### config.mk
export PLATFORM = sky130hd
export DESIGN_NAME = bcc_top
export DESIGN_NICKNAME = d
export VERILOG_FILES = /design/src/rtl/bcc_top.v /design/src/rtl/bcc_lane_sel.v /design/src/rtl/bcc_masked_cmp.v
export VERILOG_INCLUDE_DIRS = /design/src /design/src/rtl
export SDC_FILE = /design/constraint.sdc
export NUM_CORES = 1
export LEC_CHECK = 0
export ABC_AREA = 0
export BUFFER_PORTS_ARGS = -buffer_cell sky130_fd_sc_hd__buf_4
export CAP_MARGIN = 20
export CORE_MARGIN = 8
export CORE_UTILIZATION = 29
export CTS_CLUSTER_SIZE = 30
export DETAILED_ROUTE_END_ITERATION = 12
export GPL_TIMING_DRIVEN = 0
export PLACE_DENSITY_LB_ADDON = 0.15
export SLEW_MARGIN = 20
export SYNTH_ARGS = -nofsm -noshare
export SYNTH_HDL_FRONTEND = slang
export SYNTH_SLANG_ARGS = --single-unit
export TNS_END_PERCENT = 5
### constraint.sdc
create_clock -name MCLK -period 2.65 [get_ports MCLK]
set_clock_uncertainty 0.1 [all_clocks]
set_input_delay 0.6625 -clock MCLK [delete_from_list [all_inputs] [get_ports MCLK]]
set_output_delay 0.6625 -clock MCLK [all_outputs]
set_load 0.01 [all_outputs]
### src/rtl/bcc_map.vh
// Register map, field positions and widths of the channel C match block.
`ifndef BCC_MAP_VH
`define BCC_MAP_VH

// Bus and half widths.
`define BCC_AW        5
`define BCC_DW        32
`define BCC_HW        16
`define BCC_WW        32

// Register byte offsets.
`define BCC_OFS_AH    5'h00
`define BCC_OFS_AL    5'h04
`define BCC_OFS_MH    5'h08
`define BCC_OFS_ML    5'h0C
`define BCC_OFS_DH    5'h10
`define BCC_OFS_DL    5'h14
`define BCC_OFS_SEL   5'h18
`define BCC_OFS_STAT  5'h1C

// Reset values.
`define BCC_RST_HALF  16'h0000
`define BCC_RST_BIT   1'b0
`define BCC_RST_WORD  32'h00000000

// Field positions in the select register.
`define BCC_SEL_XYEN  9
`define BCC_SEL_XSY   8

// Field positions in the status register.
`define BCC_ST_ALIVE  0
`define BCC_ST_DLIVE  1
`define BCC_ST_AHIT   2
`define BCC_ST_DHIT   3

// Bit of the X/Y address buses that never takes part.
`define BCC_XY_ODD    0

// Decode result width.
`define BCC_NREG      8

`endif

### src/rtl/bcc_top.v
// Channel C address and data match block with its Avalon-MM registers.
//
// Chosen here: the address map and register access over Avalon-MM.
`timescale 1ns/1ps
`include "bcc_map.vh"

module bcc_top (
	// Clock and power-on reset.
	input  wire                 MCLK,
	input  wire                 RESET_N,
	// Avalon-MM slave.
	input  wire [`BCC_AW-1:0]   ADDRESS,
	input  wire                 READ,
	input  wire                 WRITE,
	input  wire [3:0]           BYTEENABLE,
	input  wire [`BCC_DW-1:0]   WRITEDATA,
	output reg  [`BCC_DW-1:0]   READDATA,
	output reg                  WAITREQUEST,
	// Internal buses, same clock.
	input  wire                 CYCLE_VALID,
	input  wire [`BCC_WW-1:0]   INT_ADDR,
	input  wire [`BCC_WW-1:0]   INT_DATA,
	// X and Y memory buses, same clock.
	input  wire [`BCC_HW-1:0]   X_MEM_ADDR_BUS,
	input  wire [`BCC_HW-1:0]   Y_MEM_ADDR_BUS,
	input  wire [`BCC_HW-1:0]   X_MEM_DATA_BUS,
	input  wire [`BCC_HW-1:0]   Y_MEM_DATA_BUS,
	// Match results.
	output reg                  ADDR_MATCH,
	output reg                  DATA_MATCH
);

	// Programmed registers.
	reg  [`BCC_HW-1:0]  chan_c_compare_addr_high_reg;
	reg  [`BCC_HW-1:0]  chan_c_compare_addr_low_reg;
	reg  [`BCC_HW-1:0]  chan_c_addr_mask_high_reg;
	reg  [`BCC_HW-1:0]  chan_c_addr_mask_low_reg;
	reg  [`BCC_HW-1:0]  chan_c_compare_data_high_reg;
	reg  [`BCC_HW-1:0]  chan_c_compare_data_low_reg;
	reg                 xy_bus_enable_select_reg;
	reg                 x_or_y_selector_reg;
	// Sticky hit flags.
	reg                 addr_hit_reg;
	reg                 data_hit_reg;
	reg                 addr_hit_next;
	reg                 data_hit_next;
	// Bus handshake.
	reg                 wait_next;
	reg  [`BCC_DW-1:0]  rdata_next;
	wire                req;
	wire                wr_go;
	wire [`BCC_NREG-1:0] sel;
	// Comparator plumbing.
	wire [`BCC_WW-1:0]  chan_c_compare_addr;
	wire [`BCC_WW-1:0]  chan_c_addr_mask;
	wire [`BCC_WW-1:0]  chan_c_compare_data;
	wire [`BCC_WW-1:0]  a_bus;
	wire [`BCC_WW-1:0]  a_ref;
	wire [`BCC_WW-1:0]  a_care;
	wire [`BCC_WW-1:0]  d_bus;
	wire [`BCC_WW-1:0]  d_ref;
	wire [`BCC_WW-1:0]  d_care;
	wire                a_eq;
	wire                d_eq;
	wire                a_hit;
	wire                d_hit;

	// One-hot decode of a byte address; shared by the read and write paths.
	function [`BCC_NREG-1:0] reg_sel;
		input [`BCC_AW-1:0] adr;
		begin
			reg_sel = {`BCC_NREG{1'b0}};
			case (adr)
				`BCC_OFS_AH:   reg_sel[0] = 1'b1;
				`BCC_OFS_AL:   reg_sel[1] = 1'b1;
				`BCC_OFS_MH:   reg_sel[2] = 1'b1;
				`BCC_OFS_ML:   reg_sel[3] = 1'b1;
				`BCC_OFS_DH:   reg_sel[4] = 1'b1;
				`BCC_OFS_DL:   reg_sel[5] = 1'b1;
				`BCC_OFS_SEL:  reg_sel[6] = 1'b1;
				`BCC_OFS_STAT: reg_sel[7] = 1'b1;
				default:       reg_sel = {`BCC_NREG{1'b0}};
			endcase
		end
	endfunction

	// Byte-lane merge of a 16-bit half held in the low lanes.
	function [`BCC_HW-1:0] lane_merge;
		input [`BCC_HW-1:0] old_v;
		input [`BCC_HW-1:0] new_v;
		input [1:0]         be;
		begin
			lane_merge = old_v;
			if (be[0])
				lane_merge[7:0] = new_v[7:0];
			if (be[1])
				lane_merge[15:8] = new_v[15:8];
		end
	endfunction

	// Request decode. Read and write never come together.
	// A write lands at the edge where waitrequest is seen low, never earlier.
	assign req   = READ | WRITE;
	assign wr_go = WRITE & ~WAITREQUEST;
	assign sel   = reg_sel(ADDRESS);

	// Every access waits exactly one cycle; the data is ready at the second edge.
	always @* begin
		wait_next = 1'b1;
		if (req && WAITREQUEST)
			wait_next = 1'b0;
	end

	// Read multiplexer; unmapped addresses read as zero.
	// Status and select words sit in the low byte lanes; upper lanes read zero.
	always @* begin
		rdata_next = `BCC_RST_WORD;
		case (1'b1)
			sel[0]: rdata_next[`BCC_HW-1:0] = chan_c_compare_addr_high_reg;
			sel[1]: rdata_next[`BCC_HW-1:0] = chan_c_compare_addr_low_reg;
			sel[2]: rdata_next[`BCC_HW-1:0] = chan_c_addr_mask_high_reg;
			sel[3]: rdata_next[`BCC_HW-1:0] = chan_c_addr_mask_low_reg;
			sel[4]: rdata_next[`BCC_HW-1:0] = chan_c_compare_data_high_reg;
			sel[5]: rdata_next[`BCC_HW-1:0] = chan_c_compare_data_low_reg;
			sel[6]: begin
				rdata_next[`BCC_SEL_XYEN] = xy_bus_enable_select_reg;
				rdata_next[`BCC_SEL_XSY]  = x_or_y_selector_reg;
			end
			sel[7]: begin
				rdata_next[`BCC_ST_ALIVE] = ADDR_MATCH;
				rdata_next[`BCC_ST_DLIVE] = DATA_MATCH;
				rdata_next[`BCC_ST_AHIT]  = addr_hit_reg;
				rdata_next[`BCC_ST_DHIT]  = data_hit_reg;
			end
			default: rdata_next = `BCC_RST_WORD;
		endcase
	end

	// Handshake flops. Waitrequest idles high so no access slips through unseen.
	// The fixed single wait state costs a cycle per access but keeps the read
	// multiplexer off the path from the address pins to the data output.
	always @(posedge MCLK) begin
		if (!RESET_N) begin
			WAITREQUEST <= 1'b1;
			READDATA    <= `BCC_RST_WORD;
		end else begin
			WAITREQUEST <= wait_next;
			if (READ && WAITREQUEST)
				READDATA <= rdata_next;
		end
	end

	// Upper compare address half. Only power-on reset touches it; a manual
	// reset is not a port here, so the value simply survives it.
	always @(posedge MCLK) begin
		if (!RESET_N) begin
			chan_c_compare_addr_high_reg <= `BCC_RST_HALF;
		end else if (wr_go && sel[0]) begin
			chan_c_compare_addr_high_reg <= lane_merge(
				chan_c_compare_addr_high_reg,
				WRITEDATA[`BCC_HW-1:0], BYTEENABLE[1:0]);
		end
	end

	// Lower compare address half.
	always @(posedge MCLK) begin
		if (!RESET_N) begin
			chan_c_compare_addr_low_reg <= `BCC_RST_HALF;
		end else if (wr_go && sel[1]) begin
			chan_c_compare_addr_low_reg <= lane_merge(
				chan_c_compare_addr_low_reg,
				WRITEDATA[`BCC_HW-1:0], BYTEENABLE[1:0]);
		end
	end

	// Upper address mask half; clear means every bit counts.
	always @(posedge MCLK) begin
		if (!RESET_N) begin
			chan_c_addr_mask_high_reg <= `BCC_RST_HALF;
		end else if (wr_go && sel[2]) begin
			chan_c_addr_mask_high_reg <= lane_merge(
				chan_c_addr_mask_high_reg,
				WRITEDATA[`BCC_HW-1:0], BYTEENABLE[1:0]);
		end
	end

	// Lower address mask half.
	always @(posedge MCLK) begin
		if (!RESET_N) begin
			chan_c_addr_mask_low_reg <= `BCC_RST_HALF;
		end else if (wr_go && sel[3]) begin
			chan_c_addr_mask_low_reg <= lane_merge(
				chan_c_addr_mask_low_reg,
				WRITEDATA[`BCC_HW-1:0], BYTEENABLE[1:0]);
		end
	end

	// Upper compare data half.
	always @(posedge MCLK) begin
		if (!RESET_N) begin
			chan_c_compare_data_high_reg <= `BCC_RST_HALF;
		end else if (wr_go && sel[4]) begin
			chan_c_compare_data_high_reg <= lane_merge(
				chan_c_compare_data_high_reg,
				WRITEDATA[`BCC_HW-1:0], BYTEENABLE[1:0]);
		end
	end

	// Lower compare data half.
	always @(posedge MCLK) begin
		if (!RESET_N) begin
			chan_c_compare_data_low_reg <= `BCC_RST_HALF;
		end else if (wr_go && sel[5]) begin
			chan_c_compare_data_low_reg <= lane_merge(
				chan_c_compare_data_low_reg,
				WRITEDATA[`BCC_HW-1:0], BYTEENABLE[1:0]);
		end
	end

	// Bus selection bits; both sit in byte lane 1.
	always @(posedge MCLK) begin
		if (!RESET_N) begin
			xy_bus_enable_select_reg <= `BCC_RST_BIT;
			x_or_y_selector_reg      <= `BCC_RST_BIT;
		end else if (wr_go && sel[6] && BYTEENABLE[1]) begin
			xy_bus_enable_select_reg <= WRITEDATA[`BCC_SEL_XYEN];
			x_or_y_selector_reg      <= WRITEDATA[`BCC_SEL_XSY];
		end
	end

	// Whole 32-bit views of the paired halves.
	// Keeping the halves as separate flops lets each be written on its own.
	assign chan_c_compare_addr = {chan_c_compare_addr_high_reg,
		chan_c_compare_addr_low_reg};
	assign chan_c_addr_mask = {chan_c_addr_mask_high_reg,
		chan_c_addr_mask_low_reg};
	assign chan_c_compare_data = {chan_c_compare_data_high_reg,
		chan_c_compare_data_low_reg};

	// Address lane: internal bus, or X on the upper half, Y on the lower half.
	// In X/Y mode the half that is not selected gets a zero care mask, so
	// neither its value nor its mask can influence the result.
	// X/Y accesses are always words, so their bit 0 is forced out.
	bcc_lane_sel #(
		.EXCL_ODD (1'b1)
	) u_addr_sel (
		.xy_en    (xy_bus_enable_select_reg),
		.x_or_y   (x_or_y_selector_reg),
		.int_bus  (INT_ADDR),
		.x_bus    (X_MEM_ADDR_BUS),
		.y_bus    (Y_MEM_ADDR_BUS),
		.ref_val  (chan_c_compare_addr),
		.mask_val (chan_c_addr_mask),
		.bus_o    (a_bus),
		.ref_o    (a_ref),
		.care_o   (a_care)
	);

	// Data lane: same steering, bit 0 of the X/Y data takes part too.
	// There is no data mask in this block, so every selected data bit counts.
	bcc_lane_sel #(
		.EXCL_ODD (1'b0)
	) u_data_sel (
		.xy_en    (xy_bus_enable_select_reg),
		.x_or_y   (x_or_y_selector_reg),
		.int_bus  (INT_DATA),
		.x_bus    (X_MEM_DATA_BUS),
		.y_bus    (Y_MEM_DATA_BUS),
		.ref_val  (chan_c_compare_data),
		.mask_val ({`BCC_WW{1'b0}}),
		.bus_o    (d_bus),
		.ref_o    (d_ref),
		.care_o   (d_care)
	);

	// Masked address equality.
	bcc_masked_cmp u_addr_cmp (
		.bus_i  (a_bus),
		.ref_i  (a_ref),
		.care_i (a_care),
		.match  (a_eq)
	);

	// Data equality.
	bcc_masked_cmp u_data_cmp (
		.bus_i  (d_bus),
		.ref_i  (d_ref),
		.care_i (d_care),
		.match  (d_eq)
	);

	// A condition is only worth anything inside a monitored bus cycle.
	assign a_hit = a_eq & CYCLE_VALID;
	assign d_hit = d_eq & CYCLE_VALID;

	// Sticky hits clear on a write of one; a hit in the same cycle wins.
	// The clear is honoured only through byte lane 0, where both flags live.
	// Software that clears while a matching cycle is in flight keeps the flag;
	// losing a hit would hide a break that really happened.
	always @* begin
		addr_hit_next = addr_hit_reg;
		data_hit_next = data_hit_reg;
		if (wr_go && sel[7] && BYTEENABLE[0]) begin
			if (WRITEDATA[`BCC_ST_AHIT])
				addr_hit_next = 1'b0;
			if (WRITEDATA[`BCC_ST_DHIT])
				data_hit_next = 1'b0;
		end
		if (a_hit)
			addr_hit_next = 1'b1;
		if (d_hit)
			data_hit_next = 1'b1;
	end

	// Match outputs are registered, one cycle after the sampled bus cycle.
	// The live bits of the status word follow these flops, so a read shows the
	// result of the cycle before the read was taken.
	always @(posedge MCLK) begin
		if (!RESET_N) begin
			ADDR_MATCH   <= 1'b0;
			DATA_MATCH   <= 1'b0;
			addr_hit_reg <= 1'b0;
			data_hit_reg <= 1'b0;
		end else begin
			ADDR_MATCH   <= a_hit;
			DATA_MATCH   <= d_hit;
			addr_hit_reg <= addr_hit_next;
			data_hit_reg <= data_hit_next;
		end
	end

endmodule // bcc_top

### src/rtl/bcc_lane_sel.v
// Steers bus and care mask by the X/Y bus selection; the compare value passes through unchanged.
`timescale 1ns/1ps
`include "bcc_map.vh"

module bcc_lane_sel #(
	parameter EXCL_ODD = 1'b0
) (
	// Selection.
	input  wire                 xy_en,
	input  wire                 x_or_y,
	// Candidate buses.
	input  wire [`BCC_WW-1:0]   int_bus,
	input  wire [`BCC_HW-1:0]   x_bus,
	input  wire [`BCC_HW-1:0]   y_bus,
	// Programmed value and mask.
	input  wire [`BCC_WW-1:0]   ref_val,
	input  wire [`BCC_WW-1:0]   mask_val,
	// Steered result.
	output reg  [`BCC_WW-1:0]   bus_o,
	output reg  [`BCC_WW-1:0]   ref_o,
	output reg  [`BCC_WW-1:0]   care_o
);

	// A care bit is one for every bit that must match; a zero mask bit counts.
	always @* begin
		bus_o  = int_bus;
		ref_o  = ref_val;
		care_o = ~mask_val;
		if (xy_en) begin
			if (!x_or_y) begin
				// The X bus meets the upper half only.
				bus_o  = {x_bus, `BCC_RST_HALF};
				care_o = {~mask_val[`BCC_WW-1:`BCC_HW], `BCC_RST_HALF};
				if (EXCL_ODD)
					care_o[`BCC_HW+`BCC_XY_ODD] = 1'b0;
			end else begin
				// The Y bus meets the lower half only.
				bus_o  = {`BCC_RST_HALF, y_bus};
				care_o = {`BCC_RST_HALF, ~mask_val[`BCC_HW-1:0]};
				if (EXCL_ODD)
					care_o[`BCC_XY_ODD] = 1'b0;
			end
		end
	end

endmodule // bcc_lane_sel

### src/rtl/bcc_masked_cmp.v
// Bitwise masked equality of a bus against a programmed value.
`timescale 1ns/1ps
`include "bcc_map.vh"

module bcc_masked_cmp (
	// Operands.
	input  wire [`BCC_WW-1:0]   bus_i,
	input  wire [`BCC_WW-1:0]   ref_i,
	input  wire [`BCC_WW-1:0]   care_i,
	// Result.
	output wire                 match
);

	wire [`BCC_WW-1:0] bit_ok;

	// Each bit passes when it is ignored or when it equals its reference.
	genvar i;
	generate
		for (i = 0; i < `BCC_WW; i = i + 1) begin : g_bit
			assign bit_ok[i] = ~care_i[i] | ~(bus_i[i] ^ ref_i[i]);
		end
	endgenerate

	// Every bit must pass.
	assign match = &bit_ok;

endmodule // bcc_masked_cmp

== Word level (Yosys, flattened, before mapping) ==
Cells that the tools add are included.

* Reduce and logical (&&, ||, !) cells: 33
* Shift operators: 0
* Equal/unequal tests: 7
* Multipliers: 0
* Divide/modulo/power cells: 0
* Mux-type cells: 50
* Add/subtract/negate cells: 0
* Magnitude comparators: 0
* Bitwise logic cells: 264

{| class="wikitable"
|+ Operator list
! operator !! count
|-
| 2-to-1 mux 32 bit || 8
|-
| NOT 1 bit || 129
|-
| bitwise OR 1 bit || 65
|-
| AND reduction 32 bit || 2
|-
| bitwise XOR 1 bit || 64
|-
| 2-to-1 mux 4 bit || 14
|-
| 2-to-1 mux 6 bit || 6
|-
| NOT 16 bit || 2
|-
| NOT 32 bit || 1
|-
| AND reduction 2 bit || 14
|-
| == test 5 bit, second input constant || 4
|-
| 2-to-1 mux 1 bit || 15
|-
| 2-to-1 mux 2 bit || 7
|-
| logical AND 1 bit || 12
|-
| == test 5 x 4 -> 1 bit, second input constant || 2
|-
| nonzero test 2 bit || 4
|-
| == test 5 x 3 -> 1 bit, second input constant || 1
|-
| zero test 5 bit || 1
|-
| AND 1 bit || 3
|}

* Bits of input ports: 174
* Latch bits: 0
* Bits in registers: 119
* Memory bits (read-only): 0
* Bits in writable memories: 0
* Memories: 0

== Logic depth before layout (Yosys ltp) ==
* Depth in word-level cells: 10
* Mapped depth: 9
* Gate-level depth less buffers: 7

== By module ==
A second synthesis with hierarchy kept.

* Cell total of the unflattened synthesis: 937
* Area total of the unflattened synthesis: 7818.7 µm²

{| class="wikitable"
|+ By module, submodules not included
! module !! sequential area each (µm²) !! area an instance (µm²) !! cells each !! instances
|-
| bcc_top || 2382.3 || 5420.2 || 604 || 1
|-
| bcc_masked_cmp || 0.0 || 437.9 || 53 || 2
|-
| bcc_lane_sel (u_addr_sel) || 0.0 || 763.2 || 114 || 1
|-
| bcc_lane_sel (u_data_sel) || 0.0 || 759.5 || 113 || 1
|}

== Worst setup path after synthesis ==
Ideal clock, no wire load.

* Path type: input -> register
* Start: input ADDRESS[4]
* End: register READDATA[0]
* Data required time: 2434 ps
* Path slack: 285 ps
* Arrival time: 2150 ps
* Stages: 9
* Path through: buf_2 or3_1 buf_2 or3_1 clkbuf_1 o21ai_0 a31oi_1 a21oi_1 nor2b_1

* Word-level cells in the longest chain between the ends: 10

{| class="wikitable"
|+ RTL lines
! what !! RTL line !! source
|-
| start, declared || bcc_top.v:12 || <nowiki>input wire [`BCC_AW-1:0] ADDRESS,</nowiki>
|-
| == test 5 bit || bcc_top.v:73 || <nowiki>case (adr)</nowiki>
|-
| 2-to-1 mux 1 bit || bcc_top.v:73 ||
|-
| 2-to-1 mux 4 bit (7 in series) || bcc_top.v:118 || <nowiki>case (1'b1)</nowiki>
|-
| 2-to-1 mux 4 bit (*) || bcc_top.v:118 ||
|-
| end signal, assigned || bcc_top.v:145 || <nowiki>READDATA <= `BCC_RST_WORD;</nowiki>
|-
| end signal, assigned || bcc_top.v:149 || <nowiki>READDATA <= rdata_next;</nowiki>
|-
| end, declared || bcc_top.v:17 || <nowiki>output reg [`BCC_DW-1:0] READDATA,</nowiki>
|}

Every way passes the cells marked *; elsewhere a longest branch is shown, timed or not.
A chain may end at the register's enable or synchronous reset.

== Final worst setup path ==
* Start: input ADDRESS[2]
* End: register READDATA[13]

* Word-level cells in the longest chain between the ends: 8

{| class="wikitable"
|+ RTL lines
! what !! RTL line
|-
| == test 5 bit || bcc_top.v:73
|-
| 2-to-1 mux 1 bit || bcc_top.v:73
|-
| 2-to-1 mux 6 bit (5 in series) || bcc_top.v:118
|-
| 2-to-1 mux 6 bit (*) || bcc_top.v:118
|}

Marked as above.

==> summary.md <==
| Metric | Value |
|---|---|
| Initial antenna violation count | `0` |
| Leakage Power | `0.003687 uW` |
| Number of fill cells in the layout | `2496` |
| Starting Density | `29.19%` |
| Vias in the first global route | `6732` |
| R2R depth | `8` |
| Placed Cells | `1328` |
| CTS tree | `done` |
| Kind of critical path | `input port to register` |
| Port bufs | `170` |
| Final instance area | `9407 um^2` |
| Synth warnings | `0` |
| Post-Synthesis Cells | `819` |
| Via count | `6742` |
| Longest Clk Path Bufs | `2` |
| Count leader, synth | `dfxtp_1` |
| Max cap viols | `0` |
| Hold_buf cts | `0` |
| Core area | `24030 um^2` |
| Worst path arrival time | `2.69 ns` |
| Boundary pin count | `209` |
| RSZ-0062 raised after global routing | `yes` |
| Max VDD drop | `0.0003792 V` |
| CP Capture Type | `register` |
| Cell Area, Placed | `8755 um^2` |
| DRC violations left | `0` |
| Root Driver | `clkbuf_16` |
| Sequential area share after synthesis | `33.95%` |
| Total GRT Usage | `20.57%` |
| Diodes inserted | `0` |
| Final nets | `1196` |
| # clock sinks | `119` |
| Max-slew violations | `0` |
| Avg Cell Area, Syn | `8.567 um^2` |
| Final hold vios | `0` |
| Crit start category | `input port` |
| Status | `completed` |
| Hold EP | `WAITREQUEST$_SDFF_PN1_` |
| Share of cells above drive strength 1 | `26.96%` |
| Largest stage delay, worst path | `0.52 ns` |
| Peak Freq | `400.4 MHz` |
| DR WL/cell | `22.61 um` |
| #FFs+latches synth | `119` |
| Row count | `57` |
| CTS buffer count | `17` |
| Hold path startpoint | `READ` |
| Worst-Margin Slew | `0.7476 ns` |
| Worst Hold Class | `input port to register` |
| Overflow after GRT | `0` |
| Pin count of the biggest net entering global routing | `17` |
| DRT antenna net count | `0` |
| Vias per Instance | `4.961` |
| Worst-path clk slew | `0.06 ns` |
| Capturing point of the worst reg2reg path | `addr_hit_reg$_SDFFE_PN0P_` |
| Clock Latency Late Sink | `0.42 ns` |
| Req. time, crit path | `2.84 ns` |
| Drt initial violations | `546` |
| Primary FF master, synth | `dfxtp_1` |
| Die area | `29430 um^2` |
| Maximum fanout along the worst path | `10` |
| Worst path cell trace | `buf_4 > buf_2 > clkbuf_1 > mux2_2 > a221o_1 > o21ai_0 > a21oi_1` |
| WL final | `30.72 mm` |
| Reg2Reg Setup Slack | `0.17 ns` |
| Die Y | `171.6 um` |
| Post-route insts no fill | `1359` |
| First-pass GRT wire length | `44.14 mm` |
| Post-synth ARST share | `0%` |
| Slowest cell on crit path | `clkbuf_1` |
| Yosys cell types | `52` |
| RR Startpoint | `xy_bus_enable_select_reg$_SDFFE_PN0P_` |
| Count of final setup violators | `0` |
| Gpl congestion | `0.9144` |
| Setup bufs post-CTS | `0` |
| Mapped Area | `7017 um^2` |
| Pre-antenna DRT Iters | `5` |
| Yosys top cell area share | `33.95%` |
| Die X-Extent | `171.6 um` |
| Commonest cells post-synth | `dfxtp_1 (119), nor2b_1 (116), nand2_1 (75)` |
| Largest cells by area after synthesis | `dfxtp_1 (34%), nor2b_1 (10%), mux2i_1 (7.7%)` |
| Rel. slew slack | `50.16%` |
| Worst Hold Depth | `2` |
| CTS H-tree lvls | `4` |
| Tmin final | `2.497 ns` |
| Area growth from synthesis to layout | `34.06%` |
| Pwr per Cell Area | `510.6 nW/um^2` |
| Period utilization | `94.24%` |
| Cell taking the most area after synthesis | `dfxtp_1` |
| Post-DP HPWL | `23.89 mm` |
| Post-synth EDFFs | `0` |
-- where the power goes --
part	leakage, uW	internal, uW	switching, uW
Clock	0.000297	1540	842
Sequential	0.000960	1800	10.3
Combinational	0.00243	303	299
Total	0.00369	3650	1150
-- how the worst max path moves through the flow --
stage,to,slack (ns),startpoint,depth (start not counted)
floorplan,READDATA[0]$_SDFFE_PN0P_,0.28,ADDRESS[4],9
global placement,data_hit_reg$_SDFFE_PN0P_,-0.49,xy_bus_enable_select_reg$_SDFFE_PN0P_,8
detailed placement,data_hit_reg$_SDFFE_PN0P_,-0.49,xy_bus_enable_select_reg$_SDFFE_PN0P_,8
CTS,data_hit_reg$_SDFFE_PN0P_,0.06,xy_bus_enable_select_reg$_SDFFE_PN0P_,9
global route,ADDR_MATCH$_SDFF_PN0_,-0.01,x_or_y_selector_reg$_SDFFE_PN0P_,9
finish,READDATA[13]$_SDFFE_PN0P_,0.15,ADDRESS[2],7
-- critical path, delay by kind of cell --
family / cells / cell delay, ns
buffers and inverters: 3 / 0.99
muxes: 1 / 0.43
AOI/OAI and AO/OA: 3 / 0.61
-- layout by cell type, fill, tap and decap left out, types with 3 or more instances in the layout --
cell type,synthesis,routed
a21boi_0,42,42
a21boi_1,11,11
a21oi_1,70,69
a21oi_2,8,9
a221o_1,8,8
a221oi_1,11,11
and2_1,3,3
buf_2,17,13
buf_4,20,191
buf_6,5,5
bufinv_16,0,3
clkbuf_1,27,28
clkbuf_16,0,17
clkbuf_4,0,4
clkbuf_8,0,3
clkinv_2,0,5
conb_1,1,16
dfxtp_1,119,119
mux2_2,12,12
mux2i_1,54,54
nand2_1,75,75
nand2b_1,3,3
nand3_1,51,51
nand4_1,4,4
nor2_1,6,6
nor2_2,4,4
nor2b_1,116,116
nor4_1,13,10
nor4_2,1,3
o211ai_1,3,3
o21ai_0,24,24
o22ai_1,14,14
xnor2_1,34,34
xor2_1,30,30
-- stage by stage --
stage          total power [uW]  TNS [ns]  setup WS, ns  util, %  hold slack, ns
6_report                   4803         0        0.1526    39.14          0.3456
5_1_grt                    4958  -0.01074      -0.01074    39.14          0.3493
4_1_cts                    4822         0       0.05773    38.97          0.3327
3_5_place_dp               2446    -6.404       -0.4856    36.43          0.3604
3_3_place_gp               2444    -6.444       -0.4894    36.43          0.3542
2_1_floorplan              2118         0        0.2849        -          0.3398
-- cell families after synthesis --
logic type,count (synthesis),share of synthesized area (%)
buffers and inverters,71,5.706
DFF,119,33.95
AOI/OAI and AO/OA,208,19.58
other,1,0.05344
and+or+nand+nor,288,22.45
xor gates and xnor gates,64,7.989
muxes,68,10.27
-- timing repair --
action	in CTS	in global routing
hold endpoints to repair	0	0
gates cloned	0	0
resized for setup	3	12
setup endpoints to repair	4	5
-- per-layer routing --
layer | vias up | routed length (um) | track usage, %
met5 | - | 0 | 0
met4 | 0 | 505 | 5.331
met3 | 27 | 2362 | 4.292
met2 | 272 | 13770 | 33.15
met1 | 3175 | 14090 | 27.48
li1 | 3268 | - | -
-- final cells by class --
type                    count  area, um^2  share of cell area [%]
clock buffers              23       478.0                   5.081
clock inverters             9       122.6                   1.304
repair buffers            170        1276                   13.57
well taps                 324       405.4                   4.310
multi-input cells         644        4330                   46.04
inverters                   1       3.754                 0.03990
plain buffers              69       407.9                   4.336
flip-flops and latches    119        2382                   25.33
No activity file was read; power rests on OpenSTA's default activity.
